==> src/inc/shpi_pkg.sv <==
// package of constants for the servo head position interface
package shpi_pkg;
	// ************************************************************
	// register map (byte addresses, one aligned word each)
	// ************************************************************
	localparam logic [7:0] ADDR_CTRL = 8'h00; // control bits
	localparam logic [7:0] ADDR_DIST = 8'h04; // distance register
	localparam logic [7:0] ADDR_SKEWW = 8'h08; // skew word
	localparam logic [7:0] ADDR_SKEWV = 8'h0c; // skew measure value
	localparam logic [7:0] ADDR_STAT = 8'h10; // status bits
	localparam logic [7:0] ADDR_CMD = 8'h14; // one-shot commands
	localparam logic [7:0] ADDR_OFST = 8'h18; // head alignment offset
	// ************************************************************
	// control register fields
	// ************************************************************
	localparam int CTRL_ASEL_LO = 0; // analog_select 2:0
	localparam int CTRL_LNGSK = 3; // long_seek_flag
	localparam int CTRL_PARITY = 4; // track_parity_bit
	localparam int CTRL_AMPDIS = 5; // amp_disable
	localparam int CTRL_TEMPSEL = 6; // temp_source_select
	localparam int CTRL_LOOPEN_N = 7; // position_loop_enable_n
	localparam int CTRL_STEST_N = 8; // position_selftest_n
	localparam int CTRL_QTCEN = 9; // quarter-track clocking of distance
	localparam int CTRL_PROF_LO = 10; // profile_select 11:10
	localparam int CTRL_SEEK = 12; // seeking (coarse position)
	localparam int CTRL_SKWST = 13; // skew_measure_start
	localparam int CTRL_WIDTH = 14;
	localparam logic [CTRL_WIDTH-1:0] CTRL_RESET = 14'h0180; // loop off, selftest off
	// ************************************************************
	// command register bits (write one to pulse)
	// ************************************************************
	localparam int CMD_OTCLR = 0; // off_track_clear
	localparam int CMD_ERRCLR = 1; // error_clear
	localparam int CMD_RETRACT = 2; // cpu_retract_request
	// ************************************************************
	// status register fields
	// ************************************************************
	localparam int STAT_OFTRK = 0;
	localparam int STAT_SYNC = 1;
	localparam int STAT_SKMFLG = 2;
	localparam int STAT_CLIM_N = 3;
	localparam int STAT_AMPEN = 4;
	localparam int STAT_RETR = 5;
	localparam int STAT_PARITY = 6;
	localparam int STAT_SOSP = 7;
	// ************************************************************
	// constants
	// ************************************************************
	localparam logic [7:0] SKEW_ZERO = 8'h80; // counter value at zero skew
	localparam logic [1:0] PROF_FAST = 2'b00;
	localparam logic [1:0] PROF_HALF = 2'b01;
	localparam logic [1:0] PROF_QUART = 2'b10;
	localparam logic [1:0] PROF_SLOW = 2'b11;
	localparam int DIST_WIDTH = 11;
	localparam logic [31:0] RDATA_NONE = 32'h0000_0000;
endpackage : shpi_pkg

==> src/hdl/shpi_top.sv <==
// servo head position interface: apb registers, latches and skew timing
// Behaviour
// - track parity drives error polarity, read back
// - master reset clears all interface state except the apb response, strobes and synchronisers
// - analog_select routes one of eight sources
// - off track latch sets after settling
// - off_track_clear resets off track latch
// - amp_disable or emergency disables amplifier
// - retract request starts emergency retract
// - temp_source_select picks coil or exhaust sensor
// - position from coarse, fine or offset
// - self test routes offset to position
// - current limit flag low beyond +-1.4V
// - quarter track pulse clocks distance register
// - read strobes for registers 0,1,3,6
// - write strobes for registers 0 to 6
// - profile_select picks one of four profiles
// - sync seen flag held until error_clear
// - skew flag set until data clock, test or skew_measure_start cleared
// - skew start waits for next data clock
// - data clock latches counter, zero is 80
// - skew word match emits sector start pulse
// - error_clear resets sector presence flip-flop
// - distance register eleven bits, preload, readback
`timescale 1ns/1ps
module shpi_top
	import shpi_pkg::*;
#(
	parameter int CNT_WIDTH = 8 // intra-sector counter width
)(
	input wire logic clk,
	input wire logic reset,
	input wire logic masterReset_n,
	input wire logic psel,
	input wire logic penable,
	input wire logic pwrite,
	input wire logic [7:0] paddr,
	input wire logic [31:0] pwdata,
	output logic [31:0] prdata,
	output logic pready,
	output logic pslverr,
	input wire logic offTrackEvent,
	input wire logic sectorSyncIn,
	input wire logic dataClockPulse,
	input wire logic quarterTrackPulse,
	input wire logic currentOverPos,
	input wire logic currentUnderNeg,
	input wire logic emergencyCond,
	input wire logic emergencyLatch,
	input wire logic selfTestCond,
	output logic [2:0] analogSelect,
	output logic longSeekFlag,
	output logic trackParityBit,
	output logic tempSourceSelect,
	output logic positionLoopEnable_n,
	output logic [1:0] profileSelect,
	output logic [1:0] positionSource,
	output logic ampEnable,
	output logic cpuRetractRequest_n,
	output logic [DIST_WIDTH-1:0] distanceRegister,
	output logic [7:0] headAlignOffset,
	output logic sectorStartPulse,
	output logic [7:0] regReadStrobe_n,
	output logic [6:0] regWriteStrobe_n
);
	// ************************************************************
	// elaboration checks
	// ************************************************************
	if (CNT_WIDTH != 8)
		$error("skew counter must be eight bits");

	// ************************************************************
	// input synchronisers
	// ************************************************************
	localparam int NSYNC = 9;
	logic [NSYNC-1:0] syncA_q; // first stage, read only by second
	logic [NSYNC-1:0] syncB_q; // second stage, safe to use
	logic [NSYNC-1:0] syncPrev_q; // for edge detection
	// pins from analog side are asynchronous to clk
	always_ff @(posedge clk or posedge reset)
	begin
		if (reset)
		begin
			// master reset bit starts at its idle high level, no false clear
			syncA_q <= {1'b1, {(NSYNC-1){1'b0}}};
			syncB_q <= {1'b1, {(NSYNC-1){1'b0}}};
			syncPrev_q <= {1'b1, {(NSYNC-1){1'b0}}};
		end
		else
		begin
			syncA_q <= {masterReset_n, offTrackEvent, sectorSyncIn, dataClockPulse,
				quarterTrackPulse, currentOverPos, currentUnderNeg, emergencyCond,
				emergencyLatch};
			syncB_q <= syncA_q;
			syncPrev_q <= syncB_q;
		end
	end
	logic mrstN;
	logic offEvt;
	logic syncRise;
	logic dcpRise;
	logic qtcRise;
	logic overPos;
	logic underNeg;
	logic emerg;
	logic emLatch;
	assign mrstN = syncB_q[8];
	assign offEvt = syncB_q[7];
	assign syncRise = syncB_q[6] & ~syncPrev_q[6];
	assign dcpRise = syncB_q[5] & ~syncPrev_q[5];
	assign qtcRise = syncB_q[4] & ~syncPrev_q[4];
	assign overPos = syncB_q[3];
	assign underNeg = syncB_q[2];
	assign emerg = syncB_q[1];
	assign emLatch = syncB_q[0];
	// self test condition gets its own pair
	logic stA_q;
	logic stB_q;
	always_ff @(posedge clk or posedge reset)
	begin
		if (reset)
		begin
			stA_q <= 1'b0;
			stB_q <= 1'b0;
		end
		else
		begin
			stA_q <= selfTestCond;
			stB_q <= stA_q;
		end
	end
	// master reset acts synchronously after the synchroniser
	logic clr;
	assign clr = ~mrstN;

	// ************************************************************
	// apb decode
	// ************************************************************
	// map address to register index, 7 means unmapped
	function automatic logic [2:0] regIndex(input logic [7:0] a);
		unique case (a)
			ADDR_CTRL: regIndex = 3'd0;
			ADDR_DIST: regIndex = 3'd1;
			ADDR_SKEWW: regIndex = 3'd2;
			ADDR_SKEWV: regIndex = 3'd3;
			ADDR_STAT: regIndex = 3'd4;
			ADDR_CMD: regIndex = 3'd5;
			ADDR_OFST: regIndex = 3'd6;
			default: regIndex = 3'd7;
		endcase
	endfunction : regIndex
	logic acc;
	logic wrAcc;
	logic rdAcc;
	logic [2:0] idx;
	logic mapped;
	assign acc = psel & penable;
	assign wrAcc = acc & pwrite;
	assign rdAcc = acc & ~pwrite;
	assign idx = regIndex(paddr);
	assign mapped = (idx != 3'd7);

	// ************************************************************
	// control registers
	// ************************************************************
	logic [CTRL_WIDTH-1:0] ctrl_q;
	logic [7:0] skewWord_q;
	logic [7:0] offset_q;
	// controls hold until rewritten or master reset
	always_ff @(posedge clk or posedge reset)
	begin
		if (reset)
		begin
			ctrl_q <= CTRL_RESET;
			skewWord_q <= '0;
			offset_q <= '0;
		end
		else if (clr)
		begin
			ctrl_q <= CTRL_RESET;
			skewWord_q <= '0;
			offset_q <= '0;
		end
		else if (wrAcc)
		begin
			// write captures bus data
			if (idx == 3'd0)
				ctrl_q <= pwdata[CTRL_WIDTH-1:0];
			if (idx == 3'd2)
				skewWord_q <= pwdata[7:0];
			if (idx == 3'd6)
				offset_q <= pwdata[7:0];
		end
	end
	logic cmdOtClr;
	logic cmdErrClr;
	logic cmdRetract;
	assign cmdOtClr = wrAcc & (idx == 3'd5) & pwdata[CMD_OTCLR];
	assign cmdErrClr = wrAcc & (idx == 3'd5) & pwdata[CMD_ERRCLR];
	assign cmdRetract = wrAcc & (idx == 3'd5) & pwdata[CMD_RETRACT];

	// ************************************************************
	// analog steering outputs
	// ************************************************************
	// processor policy bits (long seek, loop enable) just pass out registered
	always_ff @(posedge clk or posedge reset)
	begin
		if (reset)
		begin
			analogSelect <= '0;
			longSeekFlag <= 1'b0;
			trackParityBit <= 1'b0;
			tempSourceSelect <= 1'b0;
			positionLoopEnable_n <= 1'b1;
			profileSelect <= PROF_FAST;
			positionSource <= 2'd0;
			headAlignOffset <= '0;
		end
		else
		begin
			analogSelect <= ctrl_q[CTRL_ASEL_LO +: 3];
			longSeekFlag <= ctrl_q[CTRL_LNGSK];
			trackParityBit <= ctrl_q[CTRL_PARITY];
			tempSourceSelect <= ctrl_q[CTRL_TEMPSEL];
			positionLoopEnable_n <= ctrl_q[CTRL_LOOPEN_N];
			profileSelect <= ctrl_q[CTRL_PROF_LO +: 2];
			headAlignOffset <= offset_q;
			// 2 offset (self test), 1 coarse (seek), 0 fine (on track)
			if (!ctrl_q[CTRL_STEST_N])
				positionSource <= 2'd2;
			else if (ctrl_q[CTRL_SEEK])
				positionSource <= 2'd1;
			else
				positionSource <= 2'd0;
		end
	end

	// ************************************************************
	// amplifier and retract
	// ************************************************************
	always_ff @(posedge clk or posedge reset)
	begin
		if (reset)
		begin
			ampEnable <= 1'b0;
			cpuRetractRequest_n <= 1'b1;
		end
		else
		begin
			// safe default: disabled on any doubt
			ampEnable <= ~ctrl_q[CTRL_AMPDIS] & ~emLatch & ~emerg & ~clr;
			// one-cycle active-low request
			cpuRetractRequest_n <= ~(cmdRetract & ~clr);
		end
	end

	// ************************************************************
	// off track and sync latches
	// ************************************************************
	logic offTrack_q;
	logic syncSeen_q;
	logic climN_q;
	// set wins over off_track_clear or error_clear in the same cycle; master reset wins over set
	always_ff @(posedge clk or posedge reset)
	begin
		if (reset)
		begin
			offTrack_q <= 1'b0;
			syncSeen_q <= 1'b0;
			climN_q <= 1'b1;
		end
		else if (clr)
		begin
			offTrack_q <= 1'b0;
			syncSeen_q <= 1'b0;
			climN_q <= 1'b1;
		end
		else
		begin
			if (offEvt & ~ctrl_q[CTRL_SEEK])
				offTrack_q <= 1'b1;
			else if (cmdOtClr)
				offTrack_q <= 1'b0;
			if (syncRise)
				syncSeen_q <= 1'b1;
			else if (cmdErrClr)
				syncSeen_q <= 1'b0;
			climN_q <= ~(overPos | underNeg);
		end
	end

	// ************************************************************
	// distance register
	// ************************************************************
	// preload by write; counts down one per quarter track when enabled
	always_ff @(posedge clk or posedge reset)
	begin
		if (reset)
			distanceRegister <= '0;
		else if (clr)
			distanceRegister <= '0;
		else if (wrAcc & (idx == 3'd1))
			distanceRegister <= pwdata[DIST_WIDTH-1:0];
		else if (qtcRise & ctrl_q[CTRL_QTCEN] & (distanceRegister != '0))
			distanceRegister <= distanceRegister - 1'b1;
	end

	// ************************************************************
	// skew measurement and start of sector
	// ************************************************************
	typedef enum logic [1:0] {SK_IDLE = 2'b01, SK_WAIT = 2'b10} shpi_skew_t;
	shpi_skew_t skew_q;
	logic skStartPrev_q;
	logic [7:0] sectCnt_q; // free-running intra-sector counter
	logic [7:0] skewVal_q;
	logic sosp_q;
	logic skStartRise;
	assign skStartRise = ctrl_q[CTRL_SKWST] & ~skStartPrev_q;
	// counter restarts at sync so zero skew reads as 80
	always_ff @(posedge clk or posedge reset)
	begin
		if (reset)
			sectCnt_q <= '0;
		else if (clr)
			sectCnt_q <= '0;
		else if (syncRise)
			sectCnt_q <= SKEW_ZERO;
		else
			sectCnt_q <= sectCnt_q + 1'b1;
	end
	// measurement sequencer
	always_ff @(posedge clk or posedge reset)
	begin
		if (reset)
		begin
			skew_q <= SK_IDLE;
			skStartPrev_q <= 1'b0;
			skewVal_q <= '0;
		end
		else if (clr)
		begin
			skew_q <= SK_IDLE;
			skStartPrev_q <= 1'b0;
			skewVal_q <= '0;
		end
		else
		begin
			skStartPrev_q <= ctrl_q[CTRL_SKWST];
			unique case (skew_q)
				SK_IDLE:
				begin
					if (skStartRise)
						skew_q <= SK_WAIT;
				end
				SK_WAIT:
				begin
					if (!ctrl_q[CTRL_SKWST] || stB_q)
						skew_q <= SK_IDLE;
					else if (dcpRise)
					begin
						// data clock with the sync edge is zero skew
						skewVal_q <= syncRise ? SKEW_ZERO : sectCnt_q;
						skew_q <= SK_IDLE;
					end
				end
			endcase
		end
	end
	// sector start pulse and its presence flip-flop
	always_ff @(posedge clk or posedge reset)
	begin
		if (reset)
		begin
			sectorStartPulse <= 1'b0;
			sosp_q <= 1'b0;
		end
		else if (clr)
		begin
			sectorStartPulse <= 1'b0;
			sosp_q <= 1'b0;
		end
		else
		begin
			sectorStartPulse <= (sectCnt_q == skewWord_q);
			if (sectorStartPulse)
				sosp_q <= 1'b1;
			else if (cmdErrClr)
				sosp_q <= 1'b0;
		end
	end

	// ************************************************************
	// strobes and read data
	// ************************************************************
	logic [31:0] rd;
	always_comb
	begin
		rd = RDATA_NONE;
		unique case (idx)
			3'd0: rd[CTRL_WIDTH-1:0] = ctrl_q;
			3'd1: rd[DIST_WIDTH-1:0] = distanceRegister;
			3'd2: rd[7:0] = skewWord_q;
			3'd3: rd[7:0] = skewVal_q;
			3'd4:
			begin
				rd[STAT_OFTRK] = offTrack_q;
				rd[STAT_SYNC] = syncSeen_q;
				rd[STAT_SKMFLG] = (skew_q == SK_WAIT);
				rd[STAT_CLIM_N] = climN_q;
				rd[STAT_AMPEN] = ampEnable;
				rd[STAT_RETR] = ~cpuRetractRequest_n;
				rd[STAT_PARITY] = trackParityBit;
				rd[STAT_SOSP] = sosp_q;
			end
			3'd6: rd[7:0] = offset_q;
			default: rd = RDATA_NONE;
		endcase
	end
	// zero-wait slave; strobes mirror the access phase one cycle late
	always_ff @(posedge clk or posedge reset)
	begin
		if (reset)
		begin
			prdata <= RDATA_NONE;
			pready <= 1'b0;
			pslverr <= 1'b0;
			regReadStrobe_n <= '1;
			regWriteStrobe_n <= '1;
		end
		else
		begin
			pready <= psel & ~penable; // answer in access cycle
			pslverr <= psel & ~penable & ~(regIndex(paddr) != 3'd7);
			prdata <= (psel & ~penable & ~pwrite) ? rd : RDATA_NONE;
			regReadStrobe_n <= '1;
			regWriteStrobe_n <= '1;
			if (rdAcc & pready & mapped & (idx != 3'd2) & (idx != 3'd4) & (idx != 3'd5))
				regReadStrobe_n[idx] <= 1'b0;
			if (wrAcc & pready & mapped)
				regWriteStrobe_n[idx] <= 1'b0;
		end
	end
	// status of skew flag, held until data clock, test or skew_measure_start cleared
	logic skewFlag;
	assign skewFlag = (skew_q == SK_WAIT);

	// ************************************************************
	// assertions
	// ************************************************************
	property p_offclr;
		@(posedge clk) disable iff (reset)
		(cmdOtClr & pready & ~offEvt & ~clr) |=> !offTrack_q;
	endproperty
	a_offclr: assert property (p_offclr) else $error("off track not cleared");
	property p_offset;
		@(posedge clk) disable iff (reset)
		(offEvt & ~ctrl_q[CTRL_SEEK] & ~clr) |=> offTrack_q;
	endproperty
	a_offset: assert property (p_offset) else $error("off track not set");
	property p_amp;
		@(posedge clk) disable iff (reset)
		ctrl_q[CTRL_AMPDIS] |=> !ampEnable;
	endproperty
	a_amp: assert property (p_amp) else $error("amplifier enabled while disabled");
	property p_clim;
		@(posedge clk) disable iff (reset)
		(overPos & ~clr) |=> !climN_q;
	endproperty
	a_clim: assert property (p_clim) else $error("current limit flag missed");
	property p_sync;
		@(posedge clk) disable iff (reset)
		(syncRise & ~clr) |=> syncSeen_q;
	endproperty
	a_sync: assert property (p_sync) else $error("sync seen not set");
	property p_sos;
		@(posedge clk) disable iff (reset)
		(sectCnt_q == skewWord_q) && !clr |=> sectorStartPulse;
	endproperty
	a_sos: assert property (p_sos) else $error("sector start missed");
	property p_skew;
		@(posedge clk) disable iff (reset)
		(skewFlag & dcpRise & ctrl_q[CTRL_SKWST] & ~stB_q & ~clr)
		|=> (skewVal_q == ($past(syncRise) ? SKEW_ZERO : $past(sectCnt_q)));
	endproperty
	a_skew: assert property (p_skew) else $error("skew value not latched");
	property p_selftest;
		@(posedge clk) disable iff (reset)
		!ctrl_q[CTRL_STEST_N] |=> (positionSource == 2'd2);
	endproperty
	a_selftest: assert property (p_selftest) else $error("self test source wrong");
	property p_mrst;
		@(posedge clk) disable iff (reset)
		clr |=> (ctrl_q == CTRL_RESET) && !offTrack_q;
	endproperty
	a_mrst: assert property (p_mrst) else $error("master reset did not clear");
endmodule : shpi_top

==> config.mk <==
export PLATFORM = sky130hd
export DESIGN_NAME = shpi_top
export DESIGN_NICKNAME = d
export VERILOG_FILES = /design/src/inc/shpi_pkg.sv /design/src/hdl/shpi_top.sv
export SDC_FILE = /design/constraint.sdc
export NUM_CORES = 1
export LEC_CHECK = 0
export ABC_AREA = 1
export BUFFER_PORTS_ARGS = -buffer_cell sky130_fd_sc_hd__buf_4
export CAP_MARGIN = 40
export CORE_ASPECT_RATIO = 0.8
export CORE_MARGIN = 2
export CORE_UTILIZATION = 54
export DETAILED_ROUTE_END_ITERATION = 16
export PLACE_DENSITY = 0.8
export SYNTH_ARGS = -nofsm -noshare
export SYNTH_HDL_FRONTEND = slang
export SYNTH_SLANG_ARGS = --single-unit
==> constraint.sdc <==
create_clock -name clk -period 5.15 [get_ports clk]
set_input_delay 1.03 -clock clk [delete_from_list [all_inputs] [get_ports clk]]
set_output_delay 1.03 -clock clk [all_outputs]
set_load 0.005 [all_outputs]
Word-level counts from Yosys, hierarchy flattened:

Cells that the tools add are included.

* bits in registers: 144
* bits of input ports: 55
* word-level logic and storage cells: 172

* add/sub/neg operators: 2
* $lt $le $gt $ge: 2
* eq/ne operators: 32
* mux-type cells: 46
* bitwise logic cells: 46
* reduce and logical (&&, ||, !) cells: 11

Operators by type and width (count)
* two-way mux 8 bit: 14
* two-way mux 14 bit: 4
* case mux 8 bit (6 select lines): 1
* two-way mux 11 bit: 3
* bitwise AND 1 bit: 29
* equality test 8 x 5 -> 1 bit (second input constant): 3
* case mux 3 bit (7 select lines): 1
* equality test 8 x 4 -> 1 bit (second input constant): 2
* NOT 1 bit: 14
* two-way mux 1 bit: 13
* != test 2 x 1 -> 1 bit (second input constant): 6
* != test 3 bit (second input constant): 4
* nonzero test 11 bit: 1
* subtractor 11 x 1 -> 11 bit (second input constant): 1
* two-way mux 2 bit: 5
* equality test 3 bit (second input constant): 3
* != test 3 x 1 -> 1 bit (second input constant): 3
* adder 8 x 1 -> 8 bit (second input constant): 1
* equality test 8 x 3 -> 1 bit (second input constant): 1
* equality test 8 bit: 1
* logical NOT 8 bit: 1
* NOT 8 bit: 1
* AND reduction 2 bit: 4
* two-way mux 7 bit: 1
* 20 further kinds: 22

Longest topological paths before layout:

* depth after elaboration: 8
* gate-level depth with buffers: 10

Worst setup path after synthesis:

OpenSTA, ideal clock, no wires.

* path kind: input to register
* from: input port paddr[1]
* to: register distanceRegister[4]
* setup time: 122 ps
* arrival time: 1885 ps
* required time: 5028 ps
* slack: 3143 ps
* stages on the path: 9
* path buffers: 1
* cell sequence: nor2_4 nand3_2 nor2_4 nand2_4 buf_6 o21ai_2 nand2_1 nand2_1 o21ai_1

* cells in the longest elaborated chain, start to end: 6

RTL lines
* start, declared: line shpi_top.sv:37 `input wire logic [7:0] paddr,`
* equality test 8 x 5 -> 1 bit (tied with other cells): line shpi_top.sv:141 `unique case (a)`
* case mux 3 bit (7 select lines) *: line shpi_top.sv:141
* equality test 3 x 1 -> 1 bit *: line shpi_top.sv:302 `else if (wrAcc & (idx == 3'd1))`
* bitwise AND 1 bit *: line shpi_top.sv:302
* two-way mux 11 bit: line shpi_top.sv:302
* two-way mux 11 bit: line shpi_top.sv:300 `else if (clr)`
* end signal, assigned: line shpi_top.sv:303 `distanceRegister <= pwdata[DIST_WIDTH-1:0];`
* end signal, assigned: line shpi_top.sv:305 `distanceRegister <= distanceRegister - 1'b1;`
* end, declared: line shpi_top.sv:60 `output logic [DIST_WIDTH-1:0] distanceRegister,`

Mark *: on every way between the ends. The rest lies on a longest branch, timed or not.
A chain may end at the register's enable or synchronous reset.

Final worst setup path:

* from: input port paddr[5]
* to: register sosp_q

* cells in the longest elaborated chain, start to end: 6

RTL lines
* equality test 8 x 5 -> 1 bit (tied with other cells): line shpi_top.sv:141
* case mux 3 bit (7 select lines) *: line shpi_top.sv:141
* equality test 3 bit *: line shpi_top.sv:199 `assign cmdErrClr = wrAcc & (idx == 3'd5) & pwdata[CMD_ERRCLR];`
* bitwise AND 1 bit * (2 in series): line shpi_top.sv:199
* != test 3 x 2 -> 1 bit (no line) *
* end signal, assigned: line shpi_top.sv:375 `sosp_q <= 1'b0;`
* end signal, assigned: line shpi_top.sv:380 `sosp_q <= 1'b0;`
* end signal, assigned: line shpi_top.sv:386 `sosp_q <= 1'b1;`
* end, declared: line shpi_top.sv:316 `logic sosp_q;`

Marks and branches as above.

==> reports/metrics.cfg <==
[clocking]
cts.sinks=140
cts_resized=0
clk_pin_slew_ps=60
clkLatencyLatePin_ps=410
clk_path_buf_depth=2
cts_buffers=17
tritoncts=built
htree_num_levels=4
cts_setup_buffers=0
holdBufCountCts=0
root_buffer=clkbuf_16

[timing]
fin_crit_sh_pct=48.59
max_freq_mhz=399.7
layout_min_cycle_time_ps=2502
setup_violations=0
fin_skew_ps=7.317
final-max-slew-violation-count=0
fin_setup_tns_ps=0
relSlewSlack_pct=36.69
worstMarginPinSlew_ps=946.1
grt_setup_unrepaired=no
finalHoldViolCount=0

[worst_setup_path]
critical_path_class=in -> reg
crit_end=sosp_q$_DFFE_PP0P_
r2r_start=syncB_q[8]$_DFF_PP1_
cpMostUsedCell=nand2_1
reg2reg_to=skewVal_q[6]$_DFFE_PP0P_
r2r_slack_ps=2810
crit_path_max_fanout=12
crit_chain=buf_4 -> inv_2 -> nand2_1 -> nor2_1 -> nand2_1 -> nor2_1 -> nand2_1 -> nand4_1 -> o21ai_1
worst_r2r_path_depth=4
crit_start=paddr[5]
start_kind=input pin
cp.required_ps=5420
critPathCaptureType=register
critPathArrivalTime_ps=2780
critPathSlowestCell=nor2_1
max_stage_delay_ps=730

[floorplanning]
die_y_um=99.54
rows=34
initial_utilization_pct=56.13
io-pin-count=137
dieArea_um2=12280
die_x_um=123.4
coreArea_um2=10980

[yosys]
yosys_register_bits=140
synth.most_common_cell=nand2_1
yosys.area_share.xor_xnor_pct=0.5686
ys_types=39
yosysTopAreaCell=dfrtp_1
synth_area_per_cell_um2=9.478
syn_area_um2=6161
synthTopCellsByCount=152 x nand2_1, 117 x dfrtp_1, 66 x inv_1
yosysSeqAreaShare_pct=57.33
synth_compound_area_share_pct=9.342
synth_flop_cell=dfrtp_1
yosys.area_share.adder_pct=0.4062
synth_mux_area_share_pct=0
synthTopCellsByArea=dfrtp_1 48%, dfstp_2 9.8%, nand2_1 9.3%
yosys.area.top_type_share_pct=47.52
synth_top_family_by_area=simple AND/OR/NAND/NOR gates
synthCells=650
async_flop_share_pct=100.0
synthSimpleGateAreaFrac_pct=23.84
synth_edf_count=0
ys_warn_count=0

[worst_hold_path]
whs_path_depth=0
hp-class=reg -> reg

[detailed_routing]
drc=0
first_iter_violations=509
wl_per_cell_um=16.93
drtPass1Iterations=7
wl_mm=15.52
viasPerCell=5.439
ant_nets=0
vias=4988

[cells_and_area]
areaGrowthSynthToFinish_pct=23.68
drive_gt1_share_pct=28.72
diodes=0
fin_nets=817
num-fill-cells=837

[grt]
antenna_found_initial=0
grt_pass1_wl_mm=24.90
grtUsageTotal_pct=26.87
grt_pass1_vias=4761
grt_max_degree=97
gr-total-overflow=0

[power_and_ir_drop]
p_leak_nw=3.662
p_per_area_nw_per_um2=370.0
worst_ir_drop_vdd_v=0.0003789
total_power_mw=2.819

[place]
dp_hpwl_mm=10.92
gp_congestion=0.9738
port_buffers=100

[job]
maxCapViolCount=0

[outcome]
status=completed

worst min path at each step:
stage                              start              endpoint  slack (ps)
CTS                      stA_q$_DFF_PP0_       stB_q$_DFF_PP0_         350
detailed placement       stA_q$_DFF_PP0_       stB_q$_DFF_PP0_         330
finish                   stA_q$_DFF_PP0_       stB_q$_DFF_PP0_         350
global route             stA_q$_DFF_PP0_       stB_q$_DFF_PP0_         350
floorplan                stA_q$_DFF_PP0_       stB_q$_DFF_PP0_         330
global placement    syncA_q[0]$_DFF_PP0_  syncB_q[0]$_DFF_PP0_         330
final cells by class:
class | count | area [µm²] | share of cell area, %
Sequential cell | 140 | 3532 | 46.35
Multi-Input combinational cell | 425 | 2187 | 28.70
Timing Repair Buffer | 102 | 785.8 | 10.31
Clock buffer | 19 | 432.9 | 5.681
Inverter | 74 | 285.3 | 3.744
Clock inverter | 13 | 216.5 | 2.841
Tap cell | 144 | 180.2 | 2.365
placed cells by master (no fill, tap or decap), types with 14 or more instances in the layout:
master / netlist / layout
a21oi_1: 14 / 14
buf_4: 21 / 101
clkbuf_16: 0 / 17
conb_1: 2 / 22
dfrtp_1: 117 / 117
dfstp_2: 23 / 23
inv_1: 66 / 65
nand2_1: 152 / 152
nand3_1: 52 / 52
nor2_1: 48 / 48
o21ai_0: 28 / 28
o21ai_2: 25 / 25
kinds of logic after synthesis:
group / after synthesis
and+or+nand+nor: 308
DFF: 140
buffers and inverters: 105
AOI/OAI and AO/OA: 89
xor gates and xnor gates: 4
adders and majority gates: 2
other: 2
layer usage:
layer	GRT usage, %	part of all wire, %
met1	38.32	44
met2	40.96	46
met3	6.135	7.7
met4	8.829	2.1
met5	0	0
worst max-delay path: cells and delay by family:
kind                   cells  cell delay (ps)
AOI/OAI and AO/OA          1               80
and+or+nand+nor            6             1460
buffers and inverters      2              200
stage by stage:
step | hold WS, ps | utilization (%) | cells | worst slack (ps) | area, µm²
floorplan | 331.2 | - | 670 | 405.2 | 6236
detailed placement | 334.7 | 63.51 | 885 | 2369 | 6970
CTS | 347.5 | 69.43 | 917 | 2776 | 7620
global placement | 331.2 | 63.26 | 884 | 2458 | 6943
global route | 352.8 | 69.43 | 917 | 2474 | 7620
finish | 345.7 | 69.43 | 917 | 2648 | 7620
sequential cells by signal, summed over array words and instances, names as in the netlist, 3 cells and up:
signal            count
skewWord_q            8
headAlignOffset       8
sectCnt_q             8
regReadStrobe_n       8
prdata               14
syncA_q               9
skewVal_q             8
regWriteStrobe_n      7
analogSelect          3
ctrl_q               14
syncPrev_q            3
offset_q              8
distanceRegister     11
syncB_q               9
report_power, final:
part | internal (mW) | switching, mW | leakage [nW]
registers | 1.16 | 0.0499 | 1.78
clock network | 0.865 | 0.473 | 0.304
logic | 0.110 | 0.164 | 1.58
Note: power is estimated with default switching activity, not from simulation.
